===== config.mk =====
export PLATFORM = sky130hd
export DESIGN_NAME = hpd_decode
export DESIGN_NICKNAME = d
export VERILOG_FILES = /design/src/design/hpd_pkg.sv /design/src/design/hpd_decode.sv /design/src/design/hpd_order.sv
export SDC_FILE = /design/constraint.sdc
export NUM_CORES = 2
export LEC_CHECK = 0
export BUFFER_PORTS_ARGS = -buffer_cell sky130_fd_sc_hd__buf_2
export CAP_MARGIN = 25
export CORE_MARGIN = 2
export CORE_UTILIZATION = 45
export CTS_CLUSTER_DIAMETER = 200
export CTS_CLUSTER_SIZE = 40
export DETAILED_ROUTE_END_ITERATION = 16
export PLACE_DENSITY = 0.69
export SYNTH_ARGS = -nofsm -noshare
export SYNTH_HDL_FRONTEND = slang
export SYNTH_SLANG_ARGS = --single-unit

===== constraint.sdc =====
create_clock -name ref_clk -period 3.4 [get_ports ref_clk]
set_clock_uncertainty 0.05 [all_clocks]
set_input_delay 0.34 -clock ref_clk [delete_from_list [all_inputs] [get_ports ref_clk]]
set_output_delay 0.34 -clock ref_clk [all_outputs]
set_load 0.005 [all_outputs]

===== src/design/hpd_pkg.sv =====
// Shared constants and types for the inbound decode and ordering block
`default_nettype none
package hpd_pkg;
    // Flat 64-bit address map regions, inclusive bounds
    localparam logic [63:0] MEM_TOP = 64'h0000_00fc_ffff_ffff;
    localparam logic [63:0] VGA_MEM_LO = 64'h0000_0000_000a_0000;
    localparam logic [63:0] VGA_MEM_HI = 64'h0000_0000_000b_ffff;
    localparam logic [63:0] INT_LO = 64'h0000_00fd_f800_0000;
    localparam logic [63:0] INT_HI = 64'h0000_00fd_f8ff_ffff;
    localparam logic [63:0] IO_LO = 64'h0000_00fd_fc00_0000;
    localparam logic [63:0] IO_HI = 64'h0000_00fd_fdff_ffff;
    localparam logic [63:0] CFG_LO = 64'h0000_00fd_fe00_0000;
    localparam logic [63:0] CFG_HI = 64'h0000_00fd_ffff_ffff;
    localparam logic [31:0] DAC_LIMIT = 32'h0000_0000;
    // I/O: top 39 bits stripped, 25 kept
    localparam int IO_KEEP = 25;
    localparam logic [31:0] IO_LEGACY_TOP = 32'h0001_0000;
    localparam logic [31:0] ISA_HOLE_MASK = 32'h0000_0300;
    localparam logic [9:0] VGA_IO_A_LO = 10'h3b0;
    localparam logic [9:0] VGA_IO_A_HI = 10'h3bb;
    localparam logic [9:0] VGA_IO_B_LO = 10'h3c0;
    localparam logic [9:0] VGA_IO_B_HI = 10'h3df;
    // Configuration address fields
    localparam int CFG_TYPE_BIT = 24;
    localparam int BUS_MSB = 23;
    localparam int BUS_LSB = 16;
    localparam int DEV_MSB = 15;
    localparam int DEV_LSB = 11;
    localparam int IDSEL_BASE = 16;
    localparam logic [1:0] CFG1_TAG = 2'h1;
    // Register indices; byte address is four times the index
    localparam int NREG_RW = 16;
    localparam logic [5:0] IDX_CTRL = 6'h00;
    localparam logic [5:0] IDX_BUS = 6'h01;
    localparam logic [5:0] IDX_MEM_BASE = 6'h02;
    localparam logic [5:0] IDX_MEM_LIMIT = 6'h03;
    localparam logic [5:0] IDX_PF_BASE = 6'h04;
    localparam logic [5:0] IDX_PF_BASE_HI = 6'h05;
    localparam logic [5:0] IDX_PF_LIMIT = 6'h06;
    localparam logic [5:0] IDX_PF_LIMIT_HI = 6'h07;
    localparam logic [5:0] IDX_IO_BASE = 6'h08;
    localparam logic [5:0] IDX_IO_LIMIT = 6'h09;
    localparam logic [5:0] IDX_RMP_BASE = 6'h0a;
    localparam logic [5:0] IDX_RMP_BASE_HI = 6'h0b;
    localparam logic [5:0] IDX_RMP_LIMIT = 6'h0c;
    localparam logic [5:0] IDX_RMP_LIMIT_HI = 6'h0d;
    localparam logic [5:0] IDX_RMP_XLAT = 6'h0e;
    localparam logic [5:0] IDX_RMP_XLAT_HI = 6'h0f;
    localparam logic [5:0] IDX_STATUS = 6'h10;
    // Control and bus register bits
    localparam int CTRL_MEM_EN = 0;
    localparam int CTRL_IO_EN = 1;
    localparam int CTRL_VGA_EN = 2;
    localparam int CTRL_ISA_EN = 3;
    localparam int CTRL_RMP_EN = 4;
    localparam int CTRL_RMP_ISOC = 5;
    localparam int CTRL_BUID_LSB = 8;
    localparam int BUS_SUB_LSB = 8;

    typedef enum logic [1:0] {ACT_FWD = 2'h0, ACT_ACCEPT = 2'h1, ACT_BOTH = 2'h2} hpd_act_t;
    typedef enum logic [1:0] {TGT_NONE = 2'h0, TGT_PCIX = 2'h1, TGT_CSR = 2'h2,
                              TGT_INTC = 2'h3} hpd_tgt_t;
    typedef enum logic [3:0] {
        CYC_NONE = 4'h0, CYC_MEM_RD = 4'h1, CYC_MEM_WR = 4'h2, CYC_IO_RD = 4'h3,
        CYC_IO_WR = 4'h4, CYC_CFG0_RD = 4'h5, CYC_CFG0_WR = 4'h6, CYC_CFG1_RD = 4'h7,
        CYC_CFG1_WR = 4'h8, CYC_EOI = 4'h9
    } hpd_cyc_t;
    typedef enum logic [1:0] {DOM_HT = 2'h0, DOM_PCI = 2'h1, DOM_PCIX = 2'h2} hpd_dom_t;
    // Request/completion classes; on HT reads and writes share one class each
    typedef enum logic [2:0] {
        ORD_POSTED = 3'h0, ORD_RD_REQ = 3'h1, ORD_WR_REQ = 3'h2, ORD_RD_CPL = 3'h3,
        ORD_WR_CPL = 3'h4
    } hpd_ord_t;

    typedef struct packed {
        logic [63:0] addr;
        logic write;
        logic sized;
        logic eoi;
        logic broadcast;
        logic downstream;
        logic from_pcix;
    } hpd_req_t;

    typedef struct packed {
        hpd_act_t action;
        hpd_tgt_t target;
        hpd_cyc_t cycle;
        logic [63:0] addr;
        logic dac;
        logic isoc;
    } hpd_res_t;

    typedef struct packed {
        logic valid;
        logic pass;
    } hpd_pass_t;
endpackage
`default_nettype wire

===== src/design/hpd_decode.sv =====
// Inbound address decode, remap and ordering query with Avalon-MM registers
//
// Notes on behaviour
// - Toward HT: posted passes others; responses pass only non-posted; non-posted pass nothing.
// - Toward PCI: posted passes delayed traffic; completions pass only delayed requests.
// - Toward PCI-X: posted passes split traffic; completions pass only split requests.
// - All reachable spaces live in one flat 64-bit map, checked per packet.
// - Memory region: base/limit and prefetch windows accepted when memory decode enabled.
// - Legacy display enable adds memory window 0xA0000 to 0xBFFFF.
// - Sized reads become memory reads, sized writes memory writes; no prefetch.
// - Memory above 4 GB passes unchanged with a dual address cycle.
// - I/O region drops the upper 39 address bits before decoding.
// - I/O decode enable accepts the I/O base/limit window.
// - Legacy ISA enable refuses top 768 bytes of each 1 KB below 64 KB.
// - Legacy display enable accepts low-64K I/O with low bits 3B0-3BB, 3C0-3DF.
// - I/O reads/writes pass low 25 bits; upper bits driven zero.
// - Config region: address bit 24 selects Type 0 or Type 1.
// - Type 0 accepted to internal registers when device equals base unit identifier.
// - Type 1 accepted when bus lies between secondary and subordinate inclusive.
// - Bus equal to secondary becomes Type 0 with IDSEL at device plus 16.
// - Higher buses go out as Type 1 with bits 23:2 kept; no special cycles.
// - Interrupt region accepts only broadcast end-of-interrupt, sent to interrupt controller.
// - One upstream remap window translates addresses and may force isochronous.
// - Remap applies only to PCI-X traffic, which is always forwarded; other forwarded packets keep their address.
// - Downstream sized requests matching nothing are forwarded down the chain.
`timescale 1ns/1ns
`default_nettype none
module hpd_decode (
    input wire logic ref_clk,
    input wire logic rst_b,
    input wire logic [7:0] avs_address,
    input wire logic avs_read,
    input wire logic avs_write,
    input wire logic [31:0] avs_writedata,
    input wire logic [3:0] avs_byteenable,
    output logic [31:0] avs_readdata,
    output logic avs_waitrequest,
    input wire logic req_valid,
    input wire hpd_pkg::hpd_req_t req,
    output logic res_valid,
    output hpd_pkg::hpd_res_t res,
    input wire logic ord_valid,
    input wire hpd_pkg::hpd_dom_t ord_domain,
    input wire hpd_pkg::hpd_ord_t ord_later,
    input wire hpd_pkg::hpd_ord_t ord_earlier,
    output hpd_pkg::hpd_pass_t ord_pass
);
    import hpd_pkg::*;

    typedef struct packed {
        logic [NREG_RW-1:0][31:0] regs;
        logic wait_r;
        logic [31:0] rdata;
        logic res_valid;
        hpd_res_t res;
        logic [15:0] acc_cnt;
        logic [15:0] fwd_cnt;
    } hpd_state_t;

    hpd_state_t s_q;
    hpd_state_t s_d;

    // Decode intermediates
    logic [31:0] ctrl;
    logic [63:0] a;
    logic [31:0] io_a;
    logic [9:0] io_lo10;
    logic [7:0] bus_n;
    logic [7:0] sec_bus;
    logic [7:0] sub_bus;
    logic [4:0] dev_n;
    logic [63:0] pf_base;
    logic [63:0] pf_limit;
    logic [63:0] rmp_base;
    logic [63:0] rmp_limit;
    logic [63:0] rmp_xlat;
    logic mem_hit;
    logic io_win;
    logic vga_io;
    logic isa_hole;
    logic io_hit;
    logic cfg1_hit;
    logic hit;
    logic [15:0] idsel;
    logic [5:0] idx;

    hpd_order u_order (
        .ref_clk(ref_clk),
        .rst_b(rst_b),
        .ord_valid(ord_valid),
        .ord_domain(ord_domain),
        .ord_later(ord_later),
        .ord_earlier(ord_earlier),
        .pass_q(ord_pass)
    );

    always_comb begin
        s_d = s_q;
        idx = avs_address[7:2];
        ctrl = s_q.regs[IDX_CTRL];
        a = req.addr;
        sec_bus = s_q.regs[IDX_BUS][7:0];
        sub_bus = s_q.regs[IDX_BUS][BUS_SUB_LSB +: 8];
        pf_base = {s_q.regs[IDX_PF_BASE_HI], s_q.regs[IDX_PF_BASE]};
        pf_limit = {s_q.regs[IDX_PF_LIMIT_HI], s_q.regs[IDX_PF_LIMIT]};
        rmp_base = {s_q.regs[IDX_RMP_BASE_HI], s_q.regs[IDX_RMP_BASE]};
        rmp_limit = {s_q.regs[IDX_RMP_LIMIT_HI], s_q.regs[IDX_RMP_LIMIT]};
        rmp_xlat = {s_q.regs[IDX_RMP_XLAT_HI], s_q.regs[IDX_RMP_XLAT]};

        // Register bus: one wait cycle, then the answer for one cycle
        if (s_q.wait_r && (avs_read || avs_write)) begin
            s_d.wait_r = 1'b0;
            s_d.rdata = '0;
            if (idx < 6'(NREG_RW)) begin
                s_d.rdata = s_q.regs[idx[3:0]];
            end else if (idx == IDX_STATUS) begin
                s_d.rdata = {s_q.fwd_cnt, s_q.acc_cnt};
            end
        end else if (!s_q.wait_r) begin
            s_d.wait_r = 1'b1;
            // Write lands on the edge that sees waitrequest low
            if (avs_write && idx < 6'(NREG_RW)) begin
                for (int b = 0; b < 4; b++) begin
                    if (avs_byteenable[b]) begin
                        s_d.regs[idx[3:0]][b*8 +: 8] = avs_writedata[b*8 +: 8];
                    end
                end
            end
        end

        // One flat 64-bit map, each region checked against its own windows
        mem_hit = a <= MEM_TOP && ctrl[CTRL_MEM_EN] &&
                  ((a >= {32'h0, s_q.regs[IDX_MEM_BASE]} &&
                    a <= {32'h0, s_q.regs[IDX_MEM_LIMIT]}) ||
                   (a >= pf_base && a <= pf_limit));
        mem_hit = mem_hit || (ctrl[CTRL_VGA_EN] && a >= VGA_MEM_LO && a <= VGA_MEM_HI);

        io_a = {7'h0, a[IO_KEEP-1:0]};
        io_lo10 = io_a[9:0];
        io_win = ctrl[CTRL_IO_EN] && io_a >= s_q.regs[IDX_IO_BASE] &&
                 io_a <= s_q.regs[IDX_IO_LIMIT];
        isa_hole = ctrl[CTRL_ISA_EN] && io_a < IO_LEGACY_TOP &&
                   (io_a & ISA_HOLE_MASK) != '0;
        vga_io = ctrl[CTRL_VGA_EN] && io_a < IO_LEGACY_TOP &&
                 ((io_lo10 >= VGA_IO_A_LO && io_lo10 <= VGA_IO_A_HI) ||
                  (io_lo10 >= VGA_IO_B_LO && io_lo10 <= VGA_IO_B_HI));
        // Holes win even over the legacy display windows
        io_hit = (io_win || vga_io) && !isa_hole;

        bus_n = a[BUS_MSB:BUS_LSB];
        dev_n = a[DEV_MSB:DEV_LSB];
        cfg1_hit = bus_n >= sec_bus && bus_n <= sub_bus;
        // Only devices 0..15 have an IDSEL line
        idsel = dev_n[4] ? 16'h0 : (16'h1 << dev_n[3:0]);

        s_d.res_valid = req_valid;
        s_d.res = '0;
        s_d.res.addr = a;
        hit = 1'b0;
        if (req.from_pcix) begin
            // Upstream from PCI-X: toward host, remap window applies
            if (ctrl[CTRL_RMP_EN] && a >= rmp_base && a <= rmp_limit) begin
                s_d.res.addr = a - rmp_base + rmp_xlat;
                s_d.res.isoc = ctrl[CTRL_RMP_ISOC];
            end
        end else if (req.downstream && req.eoi) begin
            if (a >= INT_LO && a <= INT_HI && req.broadcast) begin
                hit = 1'b1;
                s_d.res.target = TGT_INTC;
                s_d.res.cycle = CYC_EOI;
            end
        end else if (req.downstream && req.sized) begin
            if (a <= MEM_TOP) begin
                hit = mem_hit;
                // No prefetching, so both memory windows act alike
                s_d.res.cycle = req.write ? CYC_MEM_WR : CYC_MEM_RD;
                s_d.res.dac = a[63:32] != DAC_LIMIT;
            end else if (a >= IO_LO && a <= IO_HI) begin
                hit = io_hit;
                s_d.res.cycle = req.write ? CYC_IO_WR : CYC_IO_RD;
                s_d.res.addr = {39'h0, a[IO_KEEP-1:0]};
            end else if (a >= CFG_LO && a <= CFG_HI) begin
                if (!a[CFG_TYPE_BIT]) begin
                    hit = dev_n == ctrl[CTRL_BUID_LSB +: 5];
                    s_d.res.target = TGT_CSR;
                    s_d.res.cycle = req.write ? CYC_CFG0_WR : CYC_CFG0_RD;
                end else if (bus_n == sec_bus) begin
                    hit = cfg1_hit;
                    s_d.res.cycle = req.write ? CYC_CFG0_WR : CYC_CFG0_RD;
                    s_d.res.addr = {32'h0, idsel, a[DEV_MSB:2], 2'h0};
                end else begin
                    hit = cfg1_hit;
                    s_d.res.cycle = req.write ? CYC_CFG1_WR : CYC_CFG1_RD;
                    s_d.res.addr = {40'h0, a[BUS_MSB:2], CFG1_TAG};
                end
            end
            if (hit && s_d.res.target == TGT_NONE) begin
                s_d.res.target = TGT_PCIX;
            end
        end

        if (hit) begin
            // Broadcasts are forwarded as well as accepted
            s_d.res.action = req.broadcast ? ACT_BOTH : ACT_ACCEPT;
        end else begin
            // Misses and links-to-link traffic go on unchanged; upstream PCI-X traffic keeps any remapped address
            s_d.res.action = ACT_FWD;
            s_d.res.target = TGT_NONE;
            s_d.res.cycle = CYC_NONE;
            s_d.res.dac = 1'b0;
            if (!req.from_pcix) begin
                s_d.res.addr = a;
            end
        end
        if (req_valid) begin
            if (hit) begin
                s_d.acc_cnt = s_q.acc_cnt + 16'h1;
            end else begin
                s_d.fwd_cnt = s_q.fwd_cnt + 16'h1;
            end
        end
    end

    always_ff @(posedge ref_clk) begin
        if (!rst_b) begin
            s_q <= '0;
            s_q.wait_r <= 1'b1;
        end else begin
            s_q <= s_d;
        end
    end

    assign avs_readdata = s_q.rdata;
    assign avs_waitrequest = s_q.wait_r;
    assign res_valid = s_q.res_valid;
    assign res = s_q.res;
endmodule
`default_nettype wire


===== src/design/hpd_order.sv =====
// Passing table for queued transactions toward HT, PCI and PCI-X
`timescale 1ns/1ns
`default_nettype none
module hpd_order (
    input wire logic ref_clk,
    input wire logic rst_b,
    input wire logic ord_valid,
    input wire hpd_pkg::hpd_dom_t ord_domain,
    input wire hpd_pkg::hpd_ord_t ord_later,
    input wire hpd_pkg::hpd_ord_t ord_earlier,
    output var hpd_pkg::hpd_pass_t pass_q
);
    import hpd_pkg::*;

    hpd_pass_t s_d;
    logic is_req;
    logic is_cpl;

    always_comb begin
        is_req = (ord_earlier == ORD_RD_REQ) || (ord_earlier == ORD_WR_REQ);
        is_cpl = (ord_later == ORD_RD_CPL) || (ord_later == ORD_WR_CPL);
        s_d.valid = ord_valid;
        s_d.pass = 1'b0;
        case (ord_domain)
            // Posted passes all but posted; responses pass only requests
            DOM_HT: begin
                s_d.pass = (ord_later == ORD_POSTED && ord_earlier != ORD_POSTED) ||
                           (is_cpl && is_req);
            end
            DOM_PCI: begin
                s_d.pass = (ord_later == ORD_POSTED && ord_earlier != ORD_POSTED) ||
                           (is_cpl && is_req);
            end
            DOM_PCIX: begin
                s_d.pass = (ord_later == ORD_POSTED && ord_earlier != ORD_POSTED) ||
                           (is_cpl && is_req);
            end
            default: s_d.pass = 1'b0;
        endcase
    end

    always_ff @(posedge ref_clk) begin
        if (!rst_b) begin
            pass_q <= '0;
        end else begin
            pass_q <= s_d;
        end
    end
endmodule
`default_nettype wire


==> run_results.csv <==
group,metric,value,unit
die,ioPinCount,238,
grt,grt_pass1_vias,44100,
synth,postSynthCellCount,5673,
pwr,p_sw_share,32.3,%
synth,synth_edf_count,0,
timing,setup_ws,-425,ps
die,dieArea,103000,um2
synth,syn_area_per_cell,7.99,um2
clock_tree,clkSlewWorstSetupHoldPaths,170,ps
grt,grt.overflow.total,0,
setup_path,crit_type,"flop to flop",
timing,fmax,0.261,GHz
run,maxCapViolCount,0,
pwr,p_int,10500,uW
setup_path,arrival,4360,ps
clock_tree,clk_latency,640,ps
die,rows,116,
clock_tree,root_buffer,"clkbuf_16",
setup_path,startpoint_type,"flop",
finish,drive_gt1_share,29.3,%
synth,yosys_most_used_dff,"dfxtp_1",
clock_tree,cts_max_level,1,
die,core-area,100000,um2
placement,dpl.cell_count,7661,
timing,fin_setup_tns,-10180,ps
drt,via_count,46900,
grt,grtUsageTotal,35.7,%
finish,layout_common_cells,"buf_4, nand2_1, a21oi_1, inv_1, dfxtp_1",
finish,finalNetCount,7129,
synth,yosysTopAreaCellShare,28.9,%
drt,first_iter_violations,6180,
synth,syn-num-nets,6317,
timing,tightest_slew,974,ps
synth,synth_area,45300,um2
setup_path,worst_ep_required_time,3930,ps
placement,place_ws,-1110,ps
timing,period_share,112,%
pwr,combPwrFrac,25.1,%
finish,final_cells,7792,
status,status,"complete, but fails checks",
grt,grt_max_degree,185,
clock_tree,cts_buffers,20,
synth,yosysSeqAreaShare,28.9,%
die,die_width,321,um
drt,drcViolationCount,0,
drt,wl_per_cell,24.7,um
die,start_util,45.3,%
pwr,total_power,15400,uW
synth,yosys.area.top_type,"dfxtp_1",
timing,rsz0062_at_grt,"yes",
timing,setup_viol,85,
synth,ys_warn_count,0,
pwr,p_switching,4980,uW
timing,maxSlewHeadroom,35.1,%
setup_path,crit_path_end_kind,"flop",
drt,routed_wl,193000,um
pwr,clockPowerShare,24.6,%
finish,area.growth.synth_to_final,28.2,%
clock_tree,cts_buffer_depth,3,
placement,gp_congestion,1.07,
timing,hold_ws,48.9,ps
pwr,p_per_area,266,nW/um2
die,die_y,321,um
setup_path,crit_path_max_fanout,2,
drt,avgViaCountPerCell,6.01,
grt,antenna_found_initial,21,
synth,yosys_register_bits,654,
finish,layout_commonest_cell,"buf_4",
timing,slew_viol_final,0,
pwr,ir_worst_vdd,0.567,mV
timing,hold_violations,0,
timing,finalCriticalPeriod,3820,ps
clock_tree,cts_sinks,654,
synth,synthDistinctLibCells,83,
drt,first_pass_iters,6,
synth,synth_top_cells_by_area,"dfxtp_1, ha_1, a21oi_1, mux4_2, nand3_1",
pwr,leakagePower,0.0228,uW
status,violations,"negative setup slack",
synth,async_flop_share,0,%
placement,dp_hpwl,148000,um
pwr,pwr-share-seq,50.4,%
min_path,holdCritPathClass,"primary input to flop",
placement,numPortBuffers,235,
clock_tree,cts_tree,"done",
grt,grt_pass1_wl,278000,um
drt,final_antenna_net_count,0,
-- path summary, 6_finish.rpt --
check / start / end / slack (ps) / depth (start not counted)
worst max-delay path: rmp_xlat[1] / res[50] / -420 / 15
worst min-delay path: avs_writedata[15] / s_q[187] / 50 / 3
worst max register to register: rmp_xlat[1] / res[50] / -420 / 15
worst min register to register: ctrl[7] / ctrl[7] / 420 / 2
-- Yosys cell counts (102+ instances only) --
library cell,count
nor2_1,138
clkbuf_1,324
mux4_2,160
a21oi_1,745
nand2_1,754
buf_4,106
dfxtp_1,654
a21o_1,116
nand3_1,586
ha_1,453
o21ai_0,102
inv_1,661
-- critical path: stages (launching register included) --
cell	delay, ps
dfxtp_2	360
inv_2	90
fa_2	470
fa_2	390
nor2b_4	130
o2111ai_2	160
a2111o_1	510
a31oi_4	240
buf_4	140
buf_6	80
o211ai_1	130
a21boi_2	190
o21a_2	200
a31oi_4	100
or4_1	410
o211ai_1	100
-- flip-flops by register name, summed over array words and instances (netlist names) --
signal and flops:
ctrl 32, s_q 192, rmp_xlat 64, rmp_limit 64, res 74, avs_readdata 32, pf_base 64, pf_limit 64
res_valid 1, avs_waitrequest 1, u_order.pass_q 2, rmp_base 64
-- layout make-up --
cell class	instances	area (um2)
antenna	9	22.5
clock buffer	21	526
clock inverter	1	30.0
fill	8945	41900
inverter	663	2500
multi-input combinational	3889	30300
sequential	654	13200
tap	1298	1620
timing repair buffer	1257	9900
-- per-stage QoR --
| stage | util, % | area [um2] |
|---|---|---|
| after floorplan | - | 45400 |
| after CTS | 56.5 | 56500 |
| after global routing | 58.1 | 58100 |
| after global placement | 53.5 | 53500 |
| after detailed placement | 53.5 | 53500 |
| final | 58.1 | 58100 |
-- logic make-up (layout without fill, tap and decap cells) --
kind of cell	count (synthesis)	after routing	share of synthesized area (%)
simple gates	1846	1846	19.0
buf+inv	1130	1942	10.3
compound gates	1281	1281	16.8
other cells	0	9	0
mux	193	193	8.68
fa+ha+maj	516	516	15.3
flops	654	654	28.9
xor+xnor	53	53	1.02
-- power by group through the flow --
stage	sequential (uW)	combinational, uW	clock (uW)
3_5_place_dp	7950	3340	0
4_1_cts	7780	3560	3790
3_3_place_gp	7950	3290	0
2_1_floorplan	7930	1810	0
6_report	7780	3870	3790
5_1_grt	7790	4110	4000
-- layer usage --
layer  share of wire, %  routed length, um  global-route usage (%)  vias up
met5              0.018                 34                       0        -
met4                5.4              10500                    16.2        6
met3                 12              22300                    8.39      437
met2                 43              82200                    54.3     2612
met1                 40              77600                    48.2    22500
li1                   -                  -                       -    21300
-- what timing repair did --
item | CTS | global route
pin swaps | 129 | 154
endpoints found under the hold margin | 8 | 0
setup buffers | 58 | 39
hold buffers | 9 | 0
setup endpoints to repair | 106 | 106
resized for setup | 355 | 286
cloned | 11 | 0
Power figures use the tool's default switching activity.
